==> config.mk <==
export PLATFORM = sky130hd
export DESIGN_NAME = ucn_clock_network
export DESIGN_NICKNAME = d
export VERILOG_FILES = /design/src/rtl/ucn_pkg.sv /design/src/rtl/ucn_rst_sync.sv /design/src/rtl/ucn_clock_network.sv
export SDC_FILE = /design/constraint.sdc
export NUM_CORES = 1
export LEC_CHECK = 0
export BUFFER_PORTS_ARGS = -buffer_cell sky130_fd_sc_hd__buf_2
export CORE_UTILIZATION = 50
export DETAILED_ROUTE_END_ITERATION = 8
export GPL_ROUTABILITY_DRIVEN = 0
export GPL_TIMING_DRIVEN = 0
export MAX_ROUTING_LAYER = met4
export PLACE_DENSITY = 0.67
export REMOVE_ABC_BUFFERS = 1
export SLEW_MARGIN = 30
export SYNTH_ARGS = -nofsm -noshare
export SYNTH_HDL_FRONTEND = slang
export SYNTH_HIERARCHICAL = 1
export SYNTH_SLANG_ARGS = --single-unit
==> constraint.sdc <==
create_clock -name clk -period 2.6 [get_ports clk]
set_input_delay 0.52 -clock clk [delete_from_list [all_inputs] [get_ports clk]]
set_output_delay 0.52 -clock clk [all_outputs]
set_load 0.01 [all_outputs]
==> src/rtl/ucn_pkg.sv <==
// shared constants and types for the user clocking network helpers
`default_nettype none
package ucn_pkg;
   // helper index: transmit and receive
   localparam int unsigned NUM_DIR = 2;
   localparam int unsigned DIR_TX  = 0;
   localparam int unsigned DIR_RX  = 1;

   // width of the edge counters inside each divider
   localparam int unsigned CNT_W = 8;

   // flops in the helper reset release chain
   localparam int unsigned RST_STAGES = 3;

   // second-user-clock rising edges counted before active rises
   localparam logic [CNT_W-1:0] SETTLE_EDGES = 8'h03;

   // values after reset
   localparam logic [CNT_W-1:0] CNT_RST  = 8'h00;
   localparam logic             CLK_RST  = 1'b0;
   localparam logic             ACT_RST  = 1'b0;

   // divide ratios when nothing else is configured (1 = pass through)
   localparam int unsigned DIV_DEFAULT = 1;

   typedef enum logic [1:0] {
      ST_HOLD,
      ST_SETTLE,
      ST_RUN
   } ucn_state_t;
endpackage : ucn_pkg
`default_nettype wire

==> src/rtl/ucn_rst_sync.sv <==
// reset release chain: asserts at once, releases after a few clocks
`timescale 1ns/1ns
`default_nettype none
module ucn_rst_sync #(
   parameter int unsigned STAGES = ucn_pkg::RST_STAGES
) (
   // clock and chip reset
   input  wire logic clk,
   input  wire logic arst_n,
   // helper reset, asynchronous, active high
   input  wire logic resetIn,
   // high while the helper is held in reset
   output var  logic inReset
);
   import ucn_pkg::*;

   logic              clear_n;
   logic [STAGES-1:0] chain;
   logic [STAGES-1:0] next_chain;

   // either reset seizes the chain without waiting for a clock
   assign clear_n = arst_n & ~resetIn;

   always_comb begin
      next_chain = {chain[STAGES-2:0], 1'b0};
   end

   always_ff @(posedge clk or negedge clear_n) begin
      if (!clear_n) begin
         chain <= '1;
      end else begin
         chain <= next_chain;
      end
   end

   assign inReset = chain[STAGES-1];
endmodule : ucn_rst_sync
`default_nettype wire

==> src/rtl/ucn_clock_network.sv <==
// transmit and receive user clocking network helpers
`timescale 1ns/1ns
`default_nettype none
module ucn_clock_network #(
   parameter int unsigned TX_USR_DIV  = ucn_pkg::DIV_DEFAULT,
   parameter int unsigned TX_USR2_DIV = ucn_pkg::DIV_DEFAULT,
   parameter int unsigned RX_USR_DIV  = ucn_pkg::DIV_DEFAULT,
   parameter int unsigned RX_USR2_DIV = ucn_pkg::DIV_DEFAULT
) (
   // clock and chip reset
   input  wire logic clk,
   input  wire logic arst_n,
   // transmit helper inputs
   input  wire logic txResetIn,
   input  wire logic txSrcClkIn,
   input  wire logic txResetDoneIn,
   // transmit helper outputs
   output var  logic txSrcClkOut,
   output var  logic txUserClockOut,
   output var  logic txSecondUserClockOut,
   output var  logic txActiveOut,
   output var  logic txResetComplete,
   // receive helper inputs
   input  wire logic rxResetIn,
   input  wire logic rxSrcClkIn,
   input  wire logic rxResetDoneIn,
   // receive helper outputs
   output var  logic rxSrcClkOut,
   output var  logic rxUserClockOut,
   output var  logic rxSecondUserClockOut,
   output var  logic rxActiveOut,
   output var  logic rxResetComplete
);
   import ucn_pkg::*;

   function automatic logic ucnLast(input logic [CNT_W-1:0] c,
                                    input logic [CNT_W-1:0] lim);
      ucnLast = (c == lim - 8'h01);
   endfunction : ucnLast

   function automatic logic [CNT_W-1:0] ucnStep(input logic [CNT_W-1:0] c,
                                                input logic [CNT_W-1:0] lim);
      ucnStep = ucnLast(c, lim) ? CNT_RST : c + 8'h01;
   endfunction : ucnStep

   // per-helper signals, index DIR_TX or DIR_RX
   logic             resetPin   [NUM_DIR];
   logic             srcPin     [NUM_DIR];
   logic             donePin    [NUM_DIR];
   logic             inReset    [NUM_DIR];
   logic             srcMeta    [NUM_DIR];
   logic             srcSync    [NUM_DIR];
   logic             srcPrev    [NUM_DIR];
   logic             srcEdge    [NUM_DIR];
   logic             doneMeta   [NUM_DIR];
   logic             doneSync   [NUM_DIR];
   logic [CNT_W-1:0] usrCnt     [NUM_DIR];
   logic [CNT_W-1:0] usr2Cnt    [NUM_DIR];
   logic             usrClk     [NUM_DIR];
   logic             usr2Clk    [NUM_DIR];
   logic             usr2Rise   [NUM_DIR];
   logic [CNT_W-1:0] settleCnt  [NUM_DIR];
   ucn_state_t       state      [NUM_DIR];
   logic             activeReg  [NUM_DIR];
   logic             active     [NUM_DIR];
   logic             complete   [NUM_DIR];

   assign resetPin[DIR_TX] = txResetIn;
   assign resetPin[DIR_RX] = rxResetIn;
   assign srcPin[DIR_TX]   = txSrcClkIn;
   assign srcPin[DIR_RX]   = rxSrcClkIn;
   assign donePin[DIR_TX]  = txResetDoneIn;
   assign donePin[DIR_RX]  = rxResetDoneIn;

   for (genvar i = 0; i < NUM_DIR; i++) begin : g_helper
      localparam logic [CNT_W-1:0] U_DIV = (i == DIR_TX) ?
         CNT_W'(TX_USR_DIV) : CNT_W'(RX_USR_DIV);
      localparam logic [CNT_W-1:0] U2_DIV = (i == DIR_TX) ?
         CNT_W'(TX_USR_DIV * TX_USR2_DIV) : CNT_W'(RX_USR_DIV * RX_USR2_DIV);

      logic             next_srcMeta;
      logic             next_srcSync;
      logic             next_srcPrev;
      logic             next_doneMeta;
      logic             next_doneSync;
      logic [CNT_W-1:0] next_usrCnt;
      logic [CNT_W-1:0] next_usr2Cnt;
      logic             next_usrClk;
      logic             next_usr2Clk;
      logic [CNT_W-1:0] next_settleCnt;
      ucn_state_t       next_state;
      logic             next_activeReg;

      ucn_rst_sync #(
         .STAGES (RST_STAGES)
      ) u_rst (
         .clk     (clk),
         .arst_n  (arst_n),
         .resetIn (resetPin[i]),
         .inReset (inReset[i])
      );

      // pin synchronisers and source edge detection
      always_comb begin
         next_srcMeta  = srcPin[i];
         next_srcSync  = srcMeta[i];
         next_srcPrev  = srcSync[i];
         next_doneMeta = donePin[i];
         next_doneSync = doneMeta[i];
      end

      always_ff @(posedge clk or negedge arst_n) begin
         if (!arst_n) begin
            srcMeta[i]  <= CLK_RST;
            srcSync[i]  <= CLK_RST;
            srcPrev[i]  <= CLK_RST;
            doneMeta[i] <= 1'b0;
            doneSync[i] <= 1'b0;
         end else begin
            srcMeta[i]  <= next_srcMeta;
            srcSync[i]  <= next_srcSync;
            srcPrev[i]  <= next_srcPrev;
            doneMeta[i] <= next_doneMeta;
            doneSync[i] <= next_doneSync;
         end
      end

      assign srcEdge[i] = srcSync[i] ^ srcPrev[i];

      // both user clocks count edges of the one source; stopped in reset
      always_comb begin
         next_usrCnt  = usrCnt[i];
         next_usr2Cnt = usr2Cnt[i];
         next_usrClk  = usrClk[i];
         next_usr2Clk = usr2Clk[i];
         if (inReset[i]) begin
            next_usrCnt  = CNT_RST;
            next_usr2Cnt = CNT_RST;
            next_usrClk  = CLK_RST;
            next_usr2Clk = CLK_RST;
         end else if (srcEdge[i]) begin
            next_usrCnt  = ucnStep(usrCnt[i], U_DIV);
            next_usr2Cnt = ucnStep(usr2Cnt[i], U2_DIV);
            if (ucnLast(usrCnt[i], U_DIV)) begin
               next_usrClk = ~usrClk[i];
            end
            if (ucnLast(usr2Cnt[i], U2_DIV)) begin
               next_usr2Clk = ~usr2Clk[i];
            end
         end
      end

      always_ff @(posedge clk or negedge arst_n) begin
         if (!arst_n) begin
            usrCnt[i]  <= CNT_RST;
            usr2Cnt[i] <= CNT_RST;
            usrClk[i]  <= CLK_RST;
            usr2Clk[i] <= CLK_RST;
         end else begin
            usrCnt[i]  <= next_usrCnt;
            usr2Cnt[i] <= next_usr2Cnt;
            usrClk[i]  <= next_usrClk;
            usr2Clk[i] <= next_usr2Clk;
         end
      end

      assign usr2Rise[i] = next_usr2Clk & ~usr2Clk[i];

      // active qualification paced by the second user clock
      always_comb begin
         next_state     = state[i];
         next_settleCnt = settleCnt[i];
         next_activeReg = activeReg[i];
         case (state[i])
            ST_HOLD, ST_SETTLE: begin
               // a rise in the cycle of release counts as well
               next_state = ST_SETTLE;
               if (usr2Rise[i]) begin
                  next_settleCnt = settleCnt[i] + 8'h01;
                  if (ucnLast(settleCnt[i], SETTLE_EDGES)) begin
                     next_state     = ST_RUN;
                     next_activeReg = 1'b1;
                  end
               end
            end
            ST_RUN: begin
               next_activeReg = 1'b1;
            end
            default: begin
               next_state     = ST_HOLD;
               next_activeReg = ACT_RST;
            end
         endcase
         if (inReset[i]) begin
            next_state     = ST_HOLD;
            next_settleCnt = CNT_RST;
            next_activeReg = ACT_RST;
         end
      end

      always_ff @(posedge clk or negedge arst_n) begin
         if (!arst_n) begin
            state[i]     <= ST_HOLD;
            settleCnt[i] <= CNT_RST;
            activeReg[i] <= ACT_RST;
         end else begin
            state[i]     <= next_state;
            settleCnt[i] <= next_settleCnt;
            activeReg[i] <= next_activeReg;
         end
      end

      // reset assertion clears active without waiting for an edge
      assign active[i]   = activeReg[i] & ~inReset[i];
      assign complete[i] = active[i] & doneSync[i];
   end

   assign txSrcClkOut          = srcSync[DIR_TX];
   assign txUserClockOut       = usrClk[DIR_TX];
   assign txSecondUserClockOut = usr2Clk[DIR_TX];
   assign txActiveOut          = active[DIR_TX];
   assign txResetComplete      = complete[DIR_TX];
   assign rxSrcClkOut          = srcSync[DIR_RX];
   assign rxUserClockOut       = usrClk[DIR_RX];
   assign rxSecondUserClockOut = usr2Clk[DIR_RX];
   assign rxActiveOut          = active[DIR_RX];
   assign rxResetComplete      = complete[DIR_RX];
endmodule : ucn_clock_network
`default_nettype wire

==> flow_metrics.tcl, run 1 <==
set metrics [dict create \
    synth_edf_count 0 \
    die_area_mm2 0.00750 \
    synth_ff_type "dfrtp_1" \
    fin_ws_ps 166 \
    die_x_um 86.6 \
    cp_max_fo 5 \
    cts_hold_buf 0 \
    antenna_found_initial 0 \
    reg2reg_depth 6 \
    cts_root_buffer "clkbuf_8" \
    rsz0062_at_grt "no" \
    vias 2596 \
    max_cap_violations 0 \
    coreArea_mm2 0.00687 \
    clockBufferDepth 2 \
    tightest_slew_ps 689 \
    multi_input_area_mm2 0.00162 \
    io_pins 18 \
    seq_area_mm2 0.00186 \
    fillers 587 \
    ys_types 53 \
    maxSlewHeadroom_pct 53.4 \
    track_usage_pct 20.4 \
    syn_inst 351 \
    worstSetupStartpointType "register" \
    synth_async_sr_flop_share_pct 100 \
    leakage_nw 1.71 \
    grt_pass1_wl_um 11400 \
    synthAdderAreaFrac_pct 4.20 \
    worstReg2RegStart "usr2Cnt[0]$_DFFE_PN0P_" \
    power_mw 2.33 \
    reg2reg_to "settleCnt[4]$_DFFE_PN0P_" \
    port-buffer-count 17 \
    finalHoldViolations 0 \
    yosysTopAreaCell "dfrtp_1" \
    num_rows 30 \
    die_h_um 86.6 \
    cts.sinks 74 \
    arrival_ps 2700 \
    fin_setup_tns_ps 0 \
    end_kind "register" \
    stdcell_count 470 \
    ir_drop_uv 446 \
    area_growth_syn_to_layout_pct 11.9 \
    stdcell_area_mm2 0.00400 \
    slew_viol_final 0 \
    start_util_pct 52.1 \
    grt_max_degree 41 \
    synthSimpleGateAreaFrac_pct 23.1 \
    placed_area_mm2 0.00375 \
    ys_ff_latch 74 \
    insertion_delay_ps 350 \
    drtPass1Iterations 4 \
    detail_route.iter0.violations 111 \
    yosysTopAreaCellShare_pct 47.6 \
    synth_warnings 6 \
    diodes 0 \
    worstPathRequired_ps 2870 \
    yosysSeqAreaShare_pct 52.0 \
    cts_tree "yes" \
    critical_path_class "register to register" \
    fmax_mhz 411 \
    drt-wirelength-per-cell_um 14.0 \
    dp.cells 451 \
    synth_xor_area_share_pct 4.90 \
    synth.area.top_cells "dfrtp_1, dfstp_2, ha_1, a21oi_1, xor2_1" \
    post-route-drc-count 0 \
    synth.avg_cell_area_um2 10.2 \
    r2r_slack_ps 170 \
    post-dp-hpwl_um 4210 \
    htree_num_levels 3 \
    power_per_cell_area_mw_per_mm2 582 \
    layout-drive-gt1-share_pct 16.3 \
    clock_skew_ps 12.4 \
    avgViaCountPerCell 5.52 \
    synth_compound_area_share_pct 11.4 \
    wl_um 6600 \
    netlist_area_mm2 0.00358 \
    fin_nets 389 \
    antenna_left 0 \
    setup_violations 0 \
    grt_pass1_vias 2411 \
    hold_path.class "input port to asynchronous set/reset pin" \
    status "finished clean" \
    gr-total-overflow 0 \
    fin_crit_sh_pct 93.6 \
    muxShareOfSynthArea_pct 0.874 \
    clk_transition_reported_paths_ps 80 \
    fin_crit_ps 2430 \
    pre_cts_slack_ps -71.5 \
    synth_top_family_by_area "simple AND/OR/NAND/NOR gates" \
    numCtsBuffers 9 \
]
[routing by layer]
metal  GRT usage (%)  wire, µm
met1            27.6      3190
met2            29.6      3060
met3            5.71       214
met4            7.42       125
met5               -         0
[where the power goes]
part	leakage, nW	switching, mW	total, mW	internal, mW
clock network	0.105	0.416	0.906	0.490
registers	0.977	0.0462	1.24	1.19
logic	0.627	0.110	0.184	0.0743
total	1.71	0.572	2.33	1.76
[cells in the mapped netlist, drive strengths merged, types with 3 or more instances]
| cell | instances |
|---|---|
| dfstp | 6 |
| ha | 12 |
| nor2b | 5 |
| o21ai | 6 |
| xor2 | 14 |
| and2 | 3 |
| or3 | 3 |
| and3 | 3 |
| buf | 4 |
| or2 | 4 |
| o31ai | 10 |
| xnor2 | 6 |
| or3b | 3 |
| nor3 | 8 |
| inv | 18 |
| nand4 | 6 |
| and4 | 3 |
| nor2 | 29 |
| nor4b | 4 |
| dfrtp | 68 |
| nand2 | 23 |
| nor4 | 6 |
| clkbuf | 10 |
| a21oi | 27 |
| nor3b | 3 |
| nand3 | 23 |
| or4 | 11 |
[cell usage in the layout (no fill, tap or decap), drive strengths merged, types with 2 or more instances in the layout]
cell type / count
nor3b: 3
dfrtp: 68
o21ai: 6
nand3: 23
nor4b: 4
nand4: 6
a32o: 2
o31ai: 10
and2: 3
mux2i: 2
a211o: 2
and4: 3
or2: 4
conb: 2
clkinv: 3
nand2b: 2
clkbuf: 11
and3: 3
o311ai: 2
or4: 11
nor2: 29
nor4: 6
nand2: 23
o211ai: 2
nor2b: 5
buf: 21
a21oi: 27
dfstp: 6
xnor2: 6
or3: 3
nor3: 8
xor2: 14
nand4b: 2
nand3b: 2
or3b: 3
inv: 18
o2111ai: 2
ha: 12
[flip-flops by register name, summed over array words and instances, names as in the netlist]
signal and cells:
activeReg 2, g_helper.next_doneSync 2, state 4, g_helper.next_srcSync 2, rxSecondUserClockOut 1, txSrcClkOut 1
usrCnt 16, doneSync 2, usr2Cnt 16, rxSrcClkOut 1, settleCnt 16, txUserClockOut 1
txSecondUserClockOut 1, srcPrev 2, rxUserClockOut 1, g_helper.u_rst/chain 6
[through the flow]
| stage | hold WS (ps) | util [%] |
|---|---|---|
| 5_1_grt | 110 | 58.3 |
| 6_report | 102 | 58.3 |
| 4_1_cts | 101 | 57.7 |
| 3_3_place_gp | 333 | 54.3 |
| 2_1_floorplan | 224 | - |
| 3_5_place_dp | 335 | 54.6 |
[worst max-delay path, cell delays in order (launching register included)]
cell,delay [ps]
dfrtp_1,430
inv_1,90
ha_1,150
or3b_2,500
or4_1,520
or4_1,500
a21oi_1,160
[what timing repair did]
action / CTS / global route
setup endpoints to repair: 1 / 2
resized for setup: 1 / 1
setup buffers: 0 / 3
[how the worst max path moves through the flow]
stage                                endpoint                   start  slack, ps  cells after the start
floorplan            settleCnt[5]$_DFFE_PN0P_  usr2Cnt[0]$_DFFE_PN0P_        300                      6
finish               settleCnt[4]$_DFFE_PN0P_  usr2Cnt[0]$_DFFE_PN0P_        170                      6
detailed placement  settleCnt[15]$_DFFE_PN0P_   txSrcClkOut$_DFF_PN0_        -70                      4
CTS                  settleCnt[5]$_DFFE_PN0P_  usr2Cnt[0]$_DFFE_PN0P_         90                      6
global placement    settleCnt[15]$_DFFE_PN0P_   txSrcClkOut$_DFF_PN0_        -40                      4
global route         settleCnt[4]$_DFFE_PN0P_  usr2Cnt[0]$_DFFE_PN0P_         40                      6
[layout make-up]
| class | count | area share (%) |
|---|---|---|
| clock buffer | 11 | 3.78 |
| clock inverter | 5 | 1.31 |
| inverter | 18 | 1.69 |
| multi-input combinational | 245 | 40.5 |
| sequential | 74 | 46.4 |
| tap | 96 | 3.00 |
| timing repair buffer | 21 | 3.25 |
[logic make-up (layout without fill, tap and decap cells)]
family	count (synthesis)	in the layout
other	2	2
adders and majority gates	12	12
xor gates and xnor gates	20	20
muxes	3	3
DFF	74	74
and+or+nand+nor	146	146
buffers and inverters	32	55
AOI/OAI and AO/OA	62	62
No activity file was read; power rests on OpenSTA's default activity.
==> run 2, diff against run 1 <==
--- a/config.mk
+++ b/config.mk
@@ -12,6 +12,7 @@
 export GPL_TIMING_DRIVEN = 0
 export MAX_ROUTING_LAYER = met4
 export PLACE_DENSITY = 0.67
+export RECOVER_POWER = 50
 export REMOVE_ABC_BUFFERS = 1
 export SLEW_MARGIN = 30
 export SYNTH_ARGS = -nofsm -noshare
==> run 2 against run 1 <==
- the flow now finishes with violations (capacitance limit, slew limit)
- flip-flop and latch count is the same
- critical path depth unchanged
- maximum frequency increased by 0.35%
- clock power barely moved
- die area is the same
- register-to-register slack hardly changed
- utilization is 0.27 points lower
- global-route usage unchanged
- first-iteration DRC count is 1.8% higher
==> flow_metrics.tcl, run 2 (synthesized netlist as in run 1, its figures left out) <==
set metrics [dict create \
    track_usage_pct 20.4 \
    hp-start "rxSrcClkIn" \
    reg2reg_to "settleCnt[4]$_DFFE_PN0P_" \
    num_rows 30 \
    clockBufferDepth 2 \
    seq_area_mm2 0.00186 \
    p_comb_share_pct 7.8 \
    end_kind "register" \
    maxSlewHeadroom_pct -14.8 \
    htree_num_levels 3 \
    hold_end "g_helper[1].next_srcSync$_DFF_PN0_" \
    cpPeakStageDelay_ps 510 \
    wl_um 6610 \
    drtPass1Iterations 4 \
    clkPwrFrac_pct 38.9 \
    area_growth_syn_to_layout_pct 11.4 \
    final_common_cell "dfrtp_1" \
    critical_path_class "register to register" \
    antenna_found_initial 0 \
    hold_path.class "input port to register" \
    largest_registers "settleCnt: 16 flops, usr2Cnt: 16 flops, usrCnt: 16 flops" \
    status "complete, but fails checks" \
    hold_path_depth 1 \
    multi_input_area_mm2 0.00161 \
    detail_route.iter0.violations 113 \
    grt_max_degree 41 \
    r2r_slack_ps 170 \
    numCtsBuffers 9 \
    cp_slowest_cell "or4_1" \
    slew_viol_final 31 \
    layout-drive-gt1-share_pct 15.5 \
    grt_pass1_wl_um 11400 \
    final_cell_mix "dfrtp_1, nor2_1, a21oi_1" \
    clk_transition_reported_paths_ps 80 \
    clock_skew_ps 12.7 \
    port-buffer-count 17 \
    io_pins 18 \
    drt-wirelength-per-cell_um 14.1 \
    start_util_pct 52.1 \
    cts.sinks 74 \
    arrival_ps 2700 \
    cts_tree "yes" \
    power_per_cell_area_mw_per_mm2 583 \
    setup_violations 0 \
    seq_power_share_pct 53.3 \
    fin_crit_ps 2430 \
    violations "capacitance limit, slew limit" \
    antenna_left 0 \
    fin_crit_sh_pct 93.3 \
    die_h_um 86.6 \
    reg2reg_depth 6 \
    fin_nets 389 \
    fmax_mhz 412 \
    tightest_slew_ps 1720 \
    internal-power_mw 1.75 \
    placed_area_mm2 0.00375 \
    die_area_mm2 0.00750 \
    cts_hold_buf 0 \
    netSwitchingFraction_pct 24.5 \
    post-dp-hpwl_um 4210 \
    diodes 0 \
    die_x_um 86.6 \
    fin_setup_tns_ps 0 \
    vias 2592 \
    stdcell_area_mm2 0.00399 \
    gr-total-overflow 0 \
    avgViaCountPerCell 5.51 \
    worstReg2RegStart "usr2Cnt[0]$_DFFE_PN0P_" \
    crit_chain "inv_1, ha_1, or3b_2, or4_1, or4_1, a21oi_1" \
    insertion_delay_ps 350 \
    path_delay_family "simple AND/OR/NAND/NOR gates" \
    max_cap_violations 1 \
    rsz0062_at_grt "no" \
    grt_pass1_vias 2411 \
    leakage_nw 1.70 \
    cpMostUsedCell "or4_1" \
    post-route-drc-count 0 \
    worstPathRequired_ps 2870 \
    worstSetupStartpointType "register" \
    fillers 588 \
    power_mw 2.32 \
    critical_path_buf_inv_count 1 \
    coreArea_mm2 0.00687 \
    ir_drop_uv 444 \
    cts_root_buffer "clkbuf_8" \
    switchingPower_mw 0.570 \
    cp_max_fo 5 \
    finalHoldViolations 0 \
]
## run 2: stage by stage
step	util (%)	cells	worst slack [ps]	hold slack (ps)
3_5_place_dp	54.6	451	-71.5	335
4_1_cts	57.7	467	90.9	101
5_1_grt	58.0	470	44.5	256
6_report	58.0	470	174	279
2_1_floorplan	-	337	303	224
3_3_place_gp	54.3	450	-36.1	333
## run 2: power by group through the flow
stage          Sequential (mW)  Clock, mW  Combinational, mW
2_1_floorplan             1.25          0             0.0998
3_3_place_gp              1.26          0              0.166
3_5_place_dp              1.26          0              0.173
4_1_cts                   1.24      0.937              0.174
5_1_grt                   1.25      0.992              0.208
6_report                  1.24      0.905              0.181
## run 2: how the worst max path moves through the flow
stage	endpoint	depth (start not counted)	slack (ps)	from
after CTS	settleCnt[5]$_DFFE_PN0P_	6	90	usr2Cnt[0]$_DFFE_PN0P_
after detailed placement	settleCnt[15]$_DFFE_PN0P_	4	-70	txSrcClkOut$_DFF_PN0_
final	settleCnt[4]$_DFFE_PN0P_	6	170	usr2Cnt[0]$_DFFE_PN0P_
after global routing	settleCnt[4]$_DFFE_PN0P_	6	40	usr2Cnt[0]$_DFFE_PN0P_
after floorplan	settleCnt[5]$_DFFE_PN0P_	6	300	usr2Cnt[0]$_DFFE_PN0P_
after global placement	settleCnt[15]$_DFFE_PN0P_	4	-40	txSrcClkOut$_DFF_PN0_
## run 2: area by class of cell
| type | count | share of cell area (%) |
|---|---|---|
| multi-input combinational | 245 | 40.3 |
| sequential | 74 | 46.7 |
| clock inverter | 5 | 1.32 |
| tap | 96 | 3.01 |
| clock buffer | 11 | 3.80 |
| timing repair buffer | 21 | 3.17 |
| inverter | 18 | 1.70 |
## run 2: what timing repair did
action,4_1_cts,5_1_grt
setup buffers,0,3
resized for setup,1,1
hold endpoints to repair,0,0
setup endpoints to repair,1,2
## run 2: worst reg2reg max path, delay by kind of cell (launching register included)
family | cells | cell delay (ps)
adders and majority gates | 1 | 150
DFF | 1 | 430
and+or+nand+nor | 3 | 1510
AOI/OAI and AO/OA | 1 | 150
buffers and inverters | 1 | 90
## run 2: metal layers
layer | wire length, µm | vias up | part of all wire, % | global-route usage [%]
met5 | 0 | - | 0 | -
li1 | - | 1286 | - | -
met3 | 208 | 10 | 3.1 | 5.71
met4 | 125 | 0 | 1.9 | 7.42
met1 | 3230 | 1255 | 49 | 27.6
met2 | 3040 | 41 | 46 | 29.6
==> run 3, diff against run 2 <==
--- a/config.mk
+++ b/config.mk
@@ -5,13 +5,12 @@
 export SDC_FILE = /design/constraint.sdc
 export NUM_CORES = 1
 export LEC_CHECK = 0
-export BUFFER_PORTS_ARGS = -buffer_cell sky130_fd_sc_hd__buf_2
 export CORE_UTILIZATION = 50
 export DETAILED_ROUTE_END_ITERATION = 8
+export DONT_BUFFER_PORTS = 1
 export GPL_ROUTABILITY_DRIVEN = 0
 export GPL_TIMING_DRIVEN = 0
 export MAX_ROUTING_LAYER = met4
-export PLACE_DENSITY = 0.67
 export RECOVER_POWER = 50
 export REMOVE_ABC_BUFFERS = 1
 export SLEW_MARGIN = 30
==> constraint.sdc (replaced) <==
create_clock -name clk -period 3.1 [get_ports clk]
set_input_delay 0.62 -clock clk [delete_from_list [all_inputs] [get_ports clk]]
set_output_delay 0.62 -clock clk [all_outputs]
set_load 0.01 [all_outputs]
==> run 3 against run 2 <==
- the run still ends with capacitance limit, slew limit left
- clock skew decreased by 5.8 ps
- largest power group unchanged
- worst hold slack improved by 20 ps
- sequential share of layout area increased by 1.6 points
- wire length decreased by 4.5%
- design area decreased by 3.3%
- clock power decreased by 16%
- utilization decreased by 1.9 points
- setup slack improved by 440 ps
- power decreased by 17%
- critical endpoint is now settleCnt[5]$_DFFE_PN0P_
- first-iteration DRC count decreased by 24%
- via count decreased by 3.2%
- maximum frequency decreased by 2.5%
==> flow_metrics.tcl, run 3 (synthesized netlist as in run 1, its figures left out) <==
set metrics [dict create \
    status "complete, but fails checks" \
    violations "capacitance limit, slew limit" \
    wl_met1_um 3130 \
    critical_path_buf_inv_count 1 \
    post-route-drc-count 0 \
    cp-startpoint "usr2Cnt[0]$_DFFE_PN0P_" \
    cp_max_fo 7 \
    slew_viol_final 69 \
    fillers 611 \
    clockBufferDepth 2 \
    area_growth_syn_to_layout_pct 7.73 \
    crit_chain "inv_1, ha_1, or3b_2, or4_1, or4_1, a21oi_1" \
    cp_slowest_cell "or4_1" \
    hold_path.class "input port to register" \
    maxSlewHeadroom_pct -11.2 \
    numCtsBuffers 9 \
    detail_route.iter0.violations 86 \
    cts_root_buffer "clkbuf_8" \
    fmax_mhz 402 \
    cpMostUsedCell "or4_1" \
    avgViaCountPerCell 5.58 \
    post_cts_resized 0 \
    end_kind "register" \
    holdWs_ps 300 \
    grt_pass1_vias 2305 \
    drt-wirelength-per-cell_um 14.0 \
    clock_skew_ps 6.90 \
    io_pins 18 \
    critical_path_class "register to register" \
    layout-drive-gt1-share_pct 10.2 \
    ir_drop_uv 278 \
    leakage_nw 1.59 \
    die_h_um 86.6 \
    fin_setup_tns_ps 0 \
    path_delay_family "simple AND/OR/NAND/NOR gates" \
    cts_tree "yes" \
    final_cell_mix "dfrtp_1, nor2_1, a21oi_1" \
    htree_num_levels 3 \
    die_x_um 86.6 \
    top_layer "met4" \
    setup_violations 0 \
    clk_transition_reported_paths_ps 80 \
    antenna_found_initial 0 \
    wl_met2_um 2920 \
    post-dp-hpwl_um 4030 \
    fin_crit_ps 2490 \
    coreArea_mm2 0.00687 \
    hp-start "rxSrcClkIn" \
    arrival_ps 2760 \
    largest_registers "settleCnt: 16 flops, usr2Cnt: 16 flops, usrCnt: 16 flops" \
    die_area_mm2 0.00750 \
    met3_length_um 197 \
    num_rows 30 \
    tightest_slew_ps 1670 \
    start_util_pct 52.1 \
    fin_nets 369 \
    grt_pass1_wl_um 10700 \
    gr-total-overflow 0 \
    worstPathRequired_ps 3370 \
    port-buffer-count 0 \
    cpPeakStageDelay_ps 580 \
    worstSetupStartpointType "register" \
    rsz0062_at_grt "no" \
    diodes 0 \
    finalHoldViolations 0 \
    cts.sinks 74 \
    vias 2509 \
    cts_setup_buffers 0 \
    fin_crit_sh_pct 80.2 \
    power_per_cell_area_mw_per_mm2 498 \
    grt_max_degree 69 \
    final_common_cell "dfrtp_1" \
    final_core_util_pct 56.1 \
    antenna_left 0 \
    track_usage_pct 19.3 \
    insertion_delay_ps 340 \
    worstReg2RegStart "usr2Cnt[0]$_DFFE_PN0P_" \
    drtPass1Iterations 4 \
    max_cap_violations 1 \
    wl_um 6310 \
]
==> run 3: report_power, final <==
part	total, mW	switching [mW]	internal [mW]
sequential	1.04	0.0441	1.00
clock	0.757	0.342	0.414
combinational	0.120	0.0793	0.0406
==> run 3: path summary, 6_finish.rpt <==
| kind | to | slack [ps] | cells past startpoint |
|---|---|---|---|
| max reg2reg | settleCnt[5]$_DFFE_PN0P_ | 610 | 6 |
| max | settleCnt[5]$_DFFE_PN0P_ | 610 | 6 |
| min reg2reg | rxSrcClkOut$_DFF_PN0_ | 350 | 0 |
| min in group asynchronous | g_helper[0].u_rst/chain[2]$_DFF_PN1_ | 330 | 1 |
| min | g_helper[1].next_srcSync$_DFF_PN0_ | 300 | 0 |
| max in group asynchronous | usr2Cnt[3]$_DFFE_PN0P_ | 1410 | 1 |
==> run 3: timing repair <==
action	in CTS	in global routing
hold endpoints to repair	68	0
setup endpoints to repair	0	0
hold buffers	1	0
==> run 3: through the flow <==
step	setup WS, ps	instances	cell area, µm²	power (mW)
3_5_place_dp	391	433	3640	1.17
3_3_place_gp	392	433	3640	1.16
2_1_floorplan	803	337	3520	1.13
5_1_grt	468	450	3850	2.02
4_1_cts	350	450	3880	1.96
6_report	613	450	3850	1.92
==> run 3: metal layers <==
| layer | track usage, % | vias to the layer above |
|---|---|---|
| li1 | - | 1254 |
| met1 | 24.5 | 1227 |
| met2 | 29.7 | 23 |
| met3 | 6.67 | 5 |
| met4 | 5.00 | 0 |
| met5 | - | - |
==> run 3: layout make-up <==
type | count | area (µm²) | area share, %
sequential | 74 | 1860 | 48.2
clock buffer | 12 | 155 | 4.03
multi-input combinational | 245 | 1600 | 41.4
clock inverter | 4 | 50.0 | 1.30
inverter | 18 | 67.6 | 1.75
timing repair buffer | 1 | 5.00 | 0.130
tap | 96 | 120 | 3.12
